==> src/verilog/cimc_regs.vh <==
// Register map constants for the charger mask and converter control bank.
// Assumes a byte-wide register port addressed by an 8-bit register index.
`ifndef CIMC_REGS_VH
`define CIMC_REGS_VH

// ==========================================================
// Offsets
`define CIMC_OFF_CHG_MASK_B   8'h13
`define CIMC_OFF_FAULT_MASK   8'h14
`define CIMC_OFF_CONV_CTRL    8'h15
`define CIMC_OFF_CHAN_DIS     8'h16

// ==========================================================
// Reset values
`define CIMC_RST_CHG_MASK_B   8'h00
`define CIMC_RST_FAULT_MASK   8'h00
`define CIMC_RST_CONV_CTRL    8'h30
`define CIMC_RST_CHAN_DIS     8'h02

// ==========================================================
// Writable bit masks (reserved bits excluded)
`define CIMC_WMASK_CHG_MASK_B 8'h97
`define CIMC_WMASK_FAULT_MASK 8'hF9
`define CIMC_WMASK_CONV_CTRL  8'hF0
`define CIMC_WMASK_CHAN_DIS   8'hFD
// Bits that always read as one
`define CIMC_ONES_CHAN_DIS    8'h02

// ==========================================================
// Field positions, charger mask two
`define CIMC_B_PG             7
`define CIMC_B_VBUS           4
`define CIMC_B_TS             2
`define CIMC_B_ICO            1
`define CIMC_B_VSYS           0
// Field positions, fault mask
`define CIMC_B_OVP            7
`define CIMC_B_TSHUT          6
`define CIMC_B_BATOVP         5
`define CIMC_B_TMR            4
`define CIMC_B_SHORT          3
`define CIMC_B_BUCK           0
// Field positions, converter control
`define CIMC_B_CONV_EN        7
`define CIMC_B_CONV_RATE      6
`define CIMC_B_SAMP_HI        5
`define CIMC_B_SAMP_LO        4

// ==========================================================
// Event vector: index of each event source
`define CIMC_NEV              11
`define CIMC_EV_PG            0
`define CIMC_EV_VBUS          1
`define CIMC_EV_TS            2
`define CIMC_EV_ICO           3
`define CIMC_EV_VSYS          4
`define CIMC_EV_OVP           5
`define CIMC_EV_TSHUT         6
`define CIMC_EV_BATOVP        7
`define CIMC_EV_TMR           8
`define CIMC_EV_SHORT         9
`define CIMC_EV_BUCK          10

// Effective resolutions per sample-speed code
`define CIMC_RES_00           4'hF
`define CIMC_RES_01           4'hE
`define CIMC_RES_10           4'hD
`define CIMC_RES_11           4'hC

`endif

==> src/verilog/cimc_sync.v <==
// Two-flop synchroniser for a vector of status levels from the analog side.
// Assumes the inputs are quasi-static levels, not multi-bit words needing coherence.
`default_nettype none

module cimc_sync #(
    parameter W = 1
) (
    // Clock and reset
    input  wire         clk_sys,
    input  wire         rstn,
    // Data
    input  wire [W-1:0] async_in,
    output wire [W-1:0] sync_out
);

    reg [W-1:0] meta_ff;
    reg [W-1:0] stab_ff;

    // First stage feeds only the second stage
    always @(posedge clk_sys) begin
        if (!rstn) begin
            meta_ff <= {W{1'b0}};
            stab_ff <= {W{1'b0}};
        end else begin
            meta_ff <= async_in;
            stab_ff <= meta_ff;
        end
    end

    assign sync_out = stab_ff;

endmodule

`default_nettype wire

==> src/verilog/cimc_event_det.v <==
// Change and rising-edge detector for the synchronised status inputs.
// Assumes its inputs are already synchronous to clk_sys.
`default_nettype none

`include "cimc_regs.vh"

module cimc_event_det (
    // Clock and reset
    input  wire                 clk_sys,
    input  wire                 rstn,
    // Synchronised status
    input  wire                 power_good,
    input  wire [2:0]           input_bus_state,
    input  wire [2:0]           thermistor_state,
    input  wire                 optimizer_state,
    input  wire                 min_system_voltage,
    input  wire                 input_overvolt,
    input  wire                 thermal_shutdown,
    input  wire                 battery_overvolt,
    input  wire                 safety_timer_expired,
    input  wire                 system_short,
    input  wire                 buck_fault_state,
    // One-cycle event pulses
    output wire [`CIMC_NEV-1:0] event_pulse
);

    localparam SW = 15;

    wire [SW-1:0] cur_w;
    reg  [SW-1:0] prev_ff;
    reg           armed_ff;

    assign cur_w = {buck_fault_state, system_short, safety_timer_expired, battery_overvolt,
                    thermal_shutdown, input_overvolt, min_system_voltage, optimizer_state,
                    thermistor_state, input_bus_state, power_good};

    // Armed flag keeps the first sample after reset from looking like an event
    always @(posedge clk_sys) begin
        if (!rstn) begin
            prev_ff  <= {SW{1'b0}};
            armed_ff <= 1'b0;
        end else begin
            prev_ff  <= cur_w;
            armed_ff <= 1'b1;
        end
    end

    wire [SW-1:0] chg_w  = (cur_w ^ prev_ff) & {SW{armed_ff}};
    wire [SW-1:0] rise_w = cur_w & ~prev_ff & {SW{armed_ff}};

    assign event_pulse[`CIMC_EV_PG]     = chg_w[0];
    assign event_pulse[`CIMC_EV_VBUS]   = |chg_w[3:1];
    assign event_pulse[`CIMC_EV_TS]     = |chg_w[6:4];
    assign event_pulse[`CIMC_EV_ICO]    = rise_w[7];
    assign event_pulse[`CIMC_EV_VSYS]   = chg_w[8];
    assign event_pulse[`CIMC_EV_OVP]    = rise_w[9];
    assign event_pulse[`CIMC_EV_TSHUT]  = rise_w[10];
    assign event_pulse[`CIMC_EV_BATOVP] = rise_w[11];
    assign event_pulse[`CIMC_EV_TMR]    = rise_w[12];
    assign event_pulse[`CIMC_EV_SHORT]  = rise_w[13];
    // Buck fault is a rising edge of its own level
    assign event_pulse[`CIMC_EV_BUCK]   = rise_w[SW-1];

endmodule

`default_nettype wire

==> src/verilog/cimc_bank.v <==
// Interrupt mask and converter control register bank of a battery charger.
// Assumes a byte register port from the serial control slave, status levels from
// the analog side on pins, and a one-cycle watchdog expiry pulse on clk_sys.
`default_nettype none

`include "cimc_regs.vh"

module cimc_bank (
    // Clock and reset
    input  wire        clk_sys,
    input  wire        rstn,
    // Register reset and watchdog expiry, one-cycle pulses on clk_sys
    input  wire        reg_reset,
    input  wire        watchdog_expired,
    // Register port from the serial control slave
    input  wire [7:0]  reg_addr,
    input  wire        reg_wr,
    input  wire [7:0]  reg_wdata,
    input  wire        reg_rd,
    output reg  [7:0]  reg_rdata,
    output reg         reg_hit,
    // Status levels from pins
    input  wire        power_good,
    input  wire [2:0]  input_bus_state,
    input  wire [2:0]  thermistor_state,
    input  wire        optimizer_state,
    input  wire        min_system_voltage,
    input  wire        input_overvolt,
    input  wire        thermal_shutdown,
    input  wire        battery_overvolt,
    input  wire        safety_timer_expired,
    input  wire        system_short,
    input  wire        buck_fault_state,
    // Interrupt and event flags
    output reg         irq_pulse,
    output reg  [10:0] event_seen,
    // Converter control to the measurement sequencer
    output wire        conv_enable,
    output wire        conv_one_shot,
    output reg  [3:0]  conv_resolution,
    output wire [7:0]  chan_off
);

    // ==========================================================
    // Register storage
    reg  [7:0] chg_mask_b_ff;
    reg  [7:0] fault_mask_ff;
    reg  [7:0] conv_ctrl_ff;
    reg  [7:0] chan_dis_ff;
    wire [`CIMC_NEV-1:0] event_pulse;
    wire [`CIMC_NEV-1:0] block_vec;

    function wr_hit;
        input [7:0] addr;
        input [7:0] off;
        input       wr;
        begin
            wr_hit = wr && (addr == off);
        end
    endfunction

    // Only writable bits are stored; reserved bits are forced by the masks
    always @(posedge clk_sys) begin
        if (!rstn || reg_reset) begin
            chg_mask_b_ff <= `CIMC_RST_CHG_MASK_B;
            fault_mask_ff <= `CIMC_RST_FAULT_MASK;
            conv_ctrl_ff  <= `CIMC_RST_CONV_CTRL;
            chan_dis_ff   <= `CIMC_RST_CHAN_DIS;
        end else begin
            if (wr_hit(reg_addr, `CIMC_OFF_CHG_MASK_B, reg_wr))
                chg_mask_b_ff <= reg_wdata & `CIMC_WMASK_CHG_MASK_B;
            if (wr_hit(reg_addr, `CIMC_OFF_FAULT_MASK, reg_wr))
                fault_mask_ff <= reg_wdata & `CIMC_WMASK_FAULT_MASK;
            if (wr_hit(reg_addr, `CIMC_OFF_CONV_CTRL, reg_wr))
                conv_ctrl_ff  <= reg_wdata & `CIMC_WMASK_CONV_CTRL;
            if (wr_hit(reg_addr, `CIMC_OFF_CHAN_DIS, reg_wr))
                chan_dis_ff   <= (reg_wdata & `CIMC_WMASK_CHAN_DIS) | `CIMC_ONES_CHAN_DIS;
            // Watchdog wins over a same-cycle write, keeping the converter safely off
            if (watchdog_expired)
                conv_ctrl_ff[`CIMC_B_CONV_EN] <= 1'b0;
        end
    end

    // ==========================================================
    // Read path
    always @* begin
        reg_rdata = 8'h00;
        reg_hit   = 1'b1;
        if (reg_addr == `CIMC_OFF_CHG_MASK_B)
            reg_rdata = chg_mask_b_ff & `CIMC_WMASK_CHG_MASK_B;
        else if (reg_addr == `CIMC_OFF_FAULT_MASK)
            reg_rdata = fault_mask_ff & `CIMC_WMASK_FAULT_MASK;
        else if (reg_addr == `CIMC_OFF_CONV_CTRL)
            reg_rdata = conv_ctrl_ff & `CIMC_WMASK_CONV_CTRL;
        else if (reg_addr == `CIMC_OFF_CHAN_DIS)
            reg_rdata = chan_dis_ff | `CIMC_ONES_CHAN_DIS;
        else
            reg_hit   = 1'b0;
    end

    // ==========================================================
    // Converter control outputs
    assign conv_enable   = conv_ctrl_ff[`CIMC_B_CONV_EN];
    assign conv_one_shot = conv_ctrl_ff[`CIMC_B_CONV_RATE];
    assign chan_off      = chan_dis_ff & `CIMC_WMASK_CHAN_DIS;

    always @* begin
        case ({conv_ctrl_ff[`CIMC_B_SAMP_HI], conv_ctrl_ff[`CIMC_B_SAMP_LO]})
            2'b00:   conv_resolution = `CIMC_RES_00;
            2'b01:   conv_resolution = `CIMC_RES_01;
            2'b10:   conv_resolution = `CIMC_RES_10;
            default: conv_resolution = `CIMC_RES_11;
        endcase
    end

    // ==========================================================
    // Status synchronisation and event detection
    wire [14:0] st_sync;

    cimc_sync #(
        .W (15)
    ) u_sync (
        .clk_sys  (clk_sys),
        .rstn     (rstn),
        .async_in ({buck_fault_state, system_short, safety_timer_expired, battery_overvolt,
                    thermal_shutdown, input_overvolt, min_system_voltage, optimizer_state,
                    thermistor_state, input_bus_state, power_good}),
        .sync_out (st_sync)
    );

    cimc_event_det u_det (
        .clk_sys              (clk_sys),
        .rstn                 (rstn),
        .power_good           (st_sync[0]),
        .input_bus_state      (st_sync[3:1]),
        .thermistor_state     (st_sync[6:4]),
        .optimizer_state      (st_sync[7]),
        .min_system_voltage   (st_sync[8]),
        .input_overvolt       (st_sync[9]),
        .thermal_shutdown     (st_sync[10]),
        .battery_overvolt     (st_sync[11]),
        .safety_timer_expired (st_sync[12]),
        .system_short         (st_sync[13]),
        .buck_fault_state     (st_sync[14]),
        .event_pulse          (event_pulse)
    );

    // ==========================================================
    // Masking and interrupt merge
    assign block_vec[`CIMC_EV_PG]     = chg_mask_b_ff[`CIMC_B_PG];
    assign block_vec[`CIMC_EV_VBUS]   = chg_mask_b_ff[`CIMC_B_VBUS];
    assign block_vec[`CIMC_EV_TS]     = chg_mask_b_ff[`CIMC_B_TS];
    assign block_vec[`CIMC_EV_ICO]    = chg_mask_b_ff[`CIMC_B_ICO];
    assign block_vec[`CIMC_EV_VSYS]   = chg_mask_b_ff[`CIMC_B_VSYS];
    assign block_vec[`CIMC_EV_OVP]    = fault_mask_ff[`CIMC_B_OVP];
    assign block_vec[`CIMC_EV_TSHUT]  = fault_mask_ff[`CIMC_B_TSHUT];
    assign block_vec[`CIMC_EV_BATOVP] = fault_mask_ff[`CIMC_B_BATOVP];
    assign block_vec[`CIMC_EV_TMR]    = fault_mask_ff[`CIMC_B_TMR];
    assign block_vec[`CIMC_EV_SHORT]  = fault_mask_ff[`CIMC_B_SHORT];
    assign block_vec[`CIMC_EV_BUCK]   = fault_mask_ff[`CIMC_B_BUCK];

    // Flags are sticky and cleared only by reset; the flag register event_seen lives in this block
    always @(posedge clk_sys) begin
        if (!rstn || reg_reset) begin
            irq_pulse  <= 1'b0;
            event_seen <= 11'h000;
        end else begin
            irq_pulse  <= |(event_pulse & ~block_vec);
            event_seen <= event_seen | event_pulse;
        end
    end

endmodule

`default_nettype wire

==> config.mk <==
export PLATFORM = sky130hd
export DESIGN_NAME = cimc_bank
export DESIGN_NICKNAME = d
export VERILOG_FILES = /design/src/verilog/cimc_sync.v /design/src/verilog/cimc_event_det.v /design/src/verilog/cimc_bank.v
export VERILOG_INCLUDE_DIRS = /design/src /design/src/verilog
export SDC_FILE = /design/constraint.sdc
export NUM_CORES = 1
export LEC_CHECK = 0
export ABC_AREA = 1
export BUFFER_PORTS_ARGS = -buffer_cell sky130_fd_sc_hd__buf_2
export CORE_MARGIN = 2
export CORE_UTILIZATION = 40
export CTS_CLUSTER_DIAMETER = 40
export DETAILED_ROUTE_END_ITERATION = 7
export GPL_ROUTABILITY_DRIVEN = 1
export MAX_ROUTING_LAYER = met4
export PLACE_DENSITY_LB_ADDON = 0.25
export SLEW_MARGIN = 20
export SYNTH_ARGS = -nofsm -noshare
export SYNTH_HDL_FRONTEND = slang
export SYNTH_SLANG_ARGS = --single-unit
==> constraint.sdc <==
create_clock -name clk_sys -period 2.71 [get_ports clk_sys]
set_input_delay 0.1355 -clock clk_sys [delete_from_list [all_inputs] [get_ports clk_sys]]
set_output_delay 0.1355 -clock clk_sys [all_outputs]
set_load 0.05 [all_outputs]
==> results.yml <==
timing:
  max_freq_mhz: 625
  rsz0062_at_grt: "no"
  finalHoldViolCount: 0
  final.setup_skew_ns: 0.00501
  worstMarginPinSlew_ns: 0.892
  finalCritPeriodShare_pct: 59.0
  finalSetupTns_ns: 0
  slew_viol_final: 0
  setup_violations: 0
  slew_headroom_pct: 40.5
  finalCriticalPeriod_ns: 1.60
cells_and_area:
  finalNetCount: 528
  syn2layout_area_growth_pct: 24.0
  final_cells: 594
  n_antenna_cell: 0
  drive_gt1_share_pct: 19.4
critical_path:
  timing.critical_path.fanout_max: 5
  path_class: "in2out"
  worstPathArrival_ns: 1.46
  r2r_setup_slack_ns: 1.13
  cp-start-kind: "primary input"
  crit_required_ns: 2.57
  worst_setup_path_end_kind: "primary output"
pwr:
  power_leakage_nw: 1.99
  peakVddDrop_uv: 323
  total_power_w: 0.00214
  power.density_nw_per_um2: 565
synth:
  synth_compound_area_share_pct: 8.00
  ys_seq_area_share_pct: 52.5
  synthAdderAreaFrac_pct: 0
  synth_top_area_share_pct: 52.5
  synth_area_leader_cell: "dfxtp_1"
  mappedNetlistArea_um2: 3050
  ys_top_cells_by_area: "dfxtp_1 53%, nand2_1 13%, inv_1 11%"
  synthSimpleGateAreaFrac_pct: 25.3
  synth_cells: 408
  synth_xor_area_share_pct: 0
  synth_top_family_by_area: "simple AND/OR/NAND/NOR gates"
  synthMuxAreaShare_pct: 0
  synth_cell_type_count: 29
  avgSynthCellArea_um2: 7.47
  synth_warnings: 0
  yosys_register_bits: 80
run_status:
  status: "finished clean"
clock_network:
  numCtsBuffers: 9
  cts_max_path_buffers: 2
  cts_root_buffer: "clkbuf_8"
  clkTransAtPathRegs_ns: 0.08
  post_cts_resized: 0
  cts_tree: "yes"
  clk_latency_ns: 0.35
  cts_sinks: 80
  post-cts-setup-buffers: 0
  htree_levels: 3
route:
  dr.first_iter.drc_count: 109
  first_pass_iters: 4
  vias: 2602
  routed_wl_um: 6220
  viasPerCell: 4.38
  drc: 0
  antenna_left: 0
  wl_per_cell_um: 10.5
grt:
  grt_overflow_total: 0
  grt_max_degree: 47
  grt_pass1_vias: 2371
  grt_pass1_wl_um: 10400
  grt_usage_pct: 16.1
  antenna_found_initial: 0
floorplanning:
  ios: 72
  die_w_um: 91.3
  die_y_um: 91.3
  core_region_area_um2: 7330
  rows: 31
  dieArea_um2: 8330
  initial_core_util_pct: 41.6
placement:
  io_buffer_count: 67
  dp_hpwl_um: 4490
  place_congestion: 0.890
  dp.cells: 562
hold_path:
  hold_class: "in2reg"
run:
  cap_violations: 0
## through the flow
step | util (%) | hold WS (ns) | setup WS [ns] | area [um^2]
finish | 51.5 | 0.0389 | 1.11 | 3780
global route | 51.5 | 0.0315 | 0.933 | 3780
CTS | 51.5 | 0.0274 | 1.13 | 3780
detailed placement | 47.0 | 0.322 | 1.14 | 3450
global placement | 47.0 | 0.315 | 1.14 | 3450
floorplan | - | 0.163 | 1.05 | 3050
## worst paths after layout
check / endpoint / cells after the start / startpoint
max: reg_rdata[2] / 9 / reg_addr[7]
min: chg_mask_b_ff[0]$_SDFFE_PP0P_ / 2 / reg_wdata[0]
max reg2reg: irq_pulse$_SDFF_PP0_ / 8 / u_det.armed_ff$_DFF_P_
min reg2reg: u_sync.sync_out[1]$_SDFF_PN0_ / 2 / u_sync.meta_ff[1]$_SDFF_PN0_
## layout make-up
cell class / count / area (um^2)
tap: 99 / 124
clock buffer: 10 / 128
fill: 716 / 3550
timing repair buffer: 85 / 513
clock inverter: 5 / 33.8
sequential: 80 / 1600
multi-input combinational: 223 / 1030
inverter: 92 / 352
## registers in the layout, indices dropped and copies added (netlist names)
signal / flops
u_sync.meta_ff: 15
fault_mask_ff: 6
chg_mask_b_ff: 5
irq_pulse: 1
conv_ctrl_ff: 4
event_seen: 11
u_sync.sync_out: 15
chan_dis_ff: 7
u_det.prev_ff: 15
u_det.armed_ff: 1
## where the power goes
part	internal [W]	switching [W]	leakage [nW]	total [W]
Clock	0.000327	0.000418	0.0785	0.000746
Combinational	0.0000642	0.000101	1.26	0.000165
Sequential	0.00121	0.0000179	0.653	0.00122
Total	0.00160	0.000537	1.99	0.00214
## cell usage after synthesis
cell type / number
o21ai_0: 8
clkinv_4: 1
a31oi_1: 6
nor3_4: 1
nor2_1: 30
o21a_1: 5
nand3_1: 21
o211ai_1: 3
nand3_4: 1
conb_1: 2
nor3_2: 1
nor3_1: 1
buf_4: 3
inv_2: 2
clkbuf_1: 1
dfxtp_1: 80
nand2_2: 2
clkinv_2: 1
buf_2: 6
buf_1: 4
nand4_1: 9
a21oi_1: 20
or2_2: 1
nand2_1: 105
nor2_2: 3
inv_1: 88
o22ai_1: 1
nand3_2: 1
nand3b_1: 1
## what timing repair did
action | CTS | global route
hold buffers | 17 | 0
hold endpoints to repair | 17 | 0
setup endpoints to repair | 0 | 0
## cells by family after synthesis
family / after synthesis
buffers and inverters: 106
other: 2
flip-flops: 80
AO/OA/AOI/OAI: 43
AND/OR/NAND/NOR: 177
## placed cells by master, fill, tap and decap left out
cell and instances:
clkinv_4 1, nand3b_1 1, dlygate4sd3_1 17, nor3_4 1, clkinvlp_4 2, conb_1 3
nor3_2 1, or2_2 1, nor2_2 3, nand2_2 2, nor3_1 1, nand3_2 1
nand4_1 9, nand3_1 21, nand2_1 105, clkbuf_1 1, clkinv_2 3, o211ai_1 3
o22ai_1 1, inv_1 88, dfxtp_1 80, buf_4 1, clkbuf_8 9, inv_2 2
buf_2 67, a31oi_1 6, o21ai_0 8, inv_6 1, a21oi_1 20, nor2_1 30
o21a_1 5, nand3_4 1
## per-layer routing
metal / GRT usage [%] / up-vias / part of all wire (%)
met4: 5.93 / 0 / 1.0
met2: 24.8 / 79 / 46
met3: 5.48 / 10 / 6.5
met5: - / - / 0
met1: 19.6 / 1129 / 47
li1: - / 1384 / -
## worst max-delay path, cell delays in order
cell and delay (ns):
buf_2 0.09, nor2_1 0.09, nand3_1 0.12, nor2_2 0.24
inv_1 0.15, o21ai_0 0.22, nand2_1 0.08, inv_1 0.07
buf_2 0.25
Power figures use the tool's default switching activity.
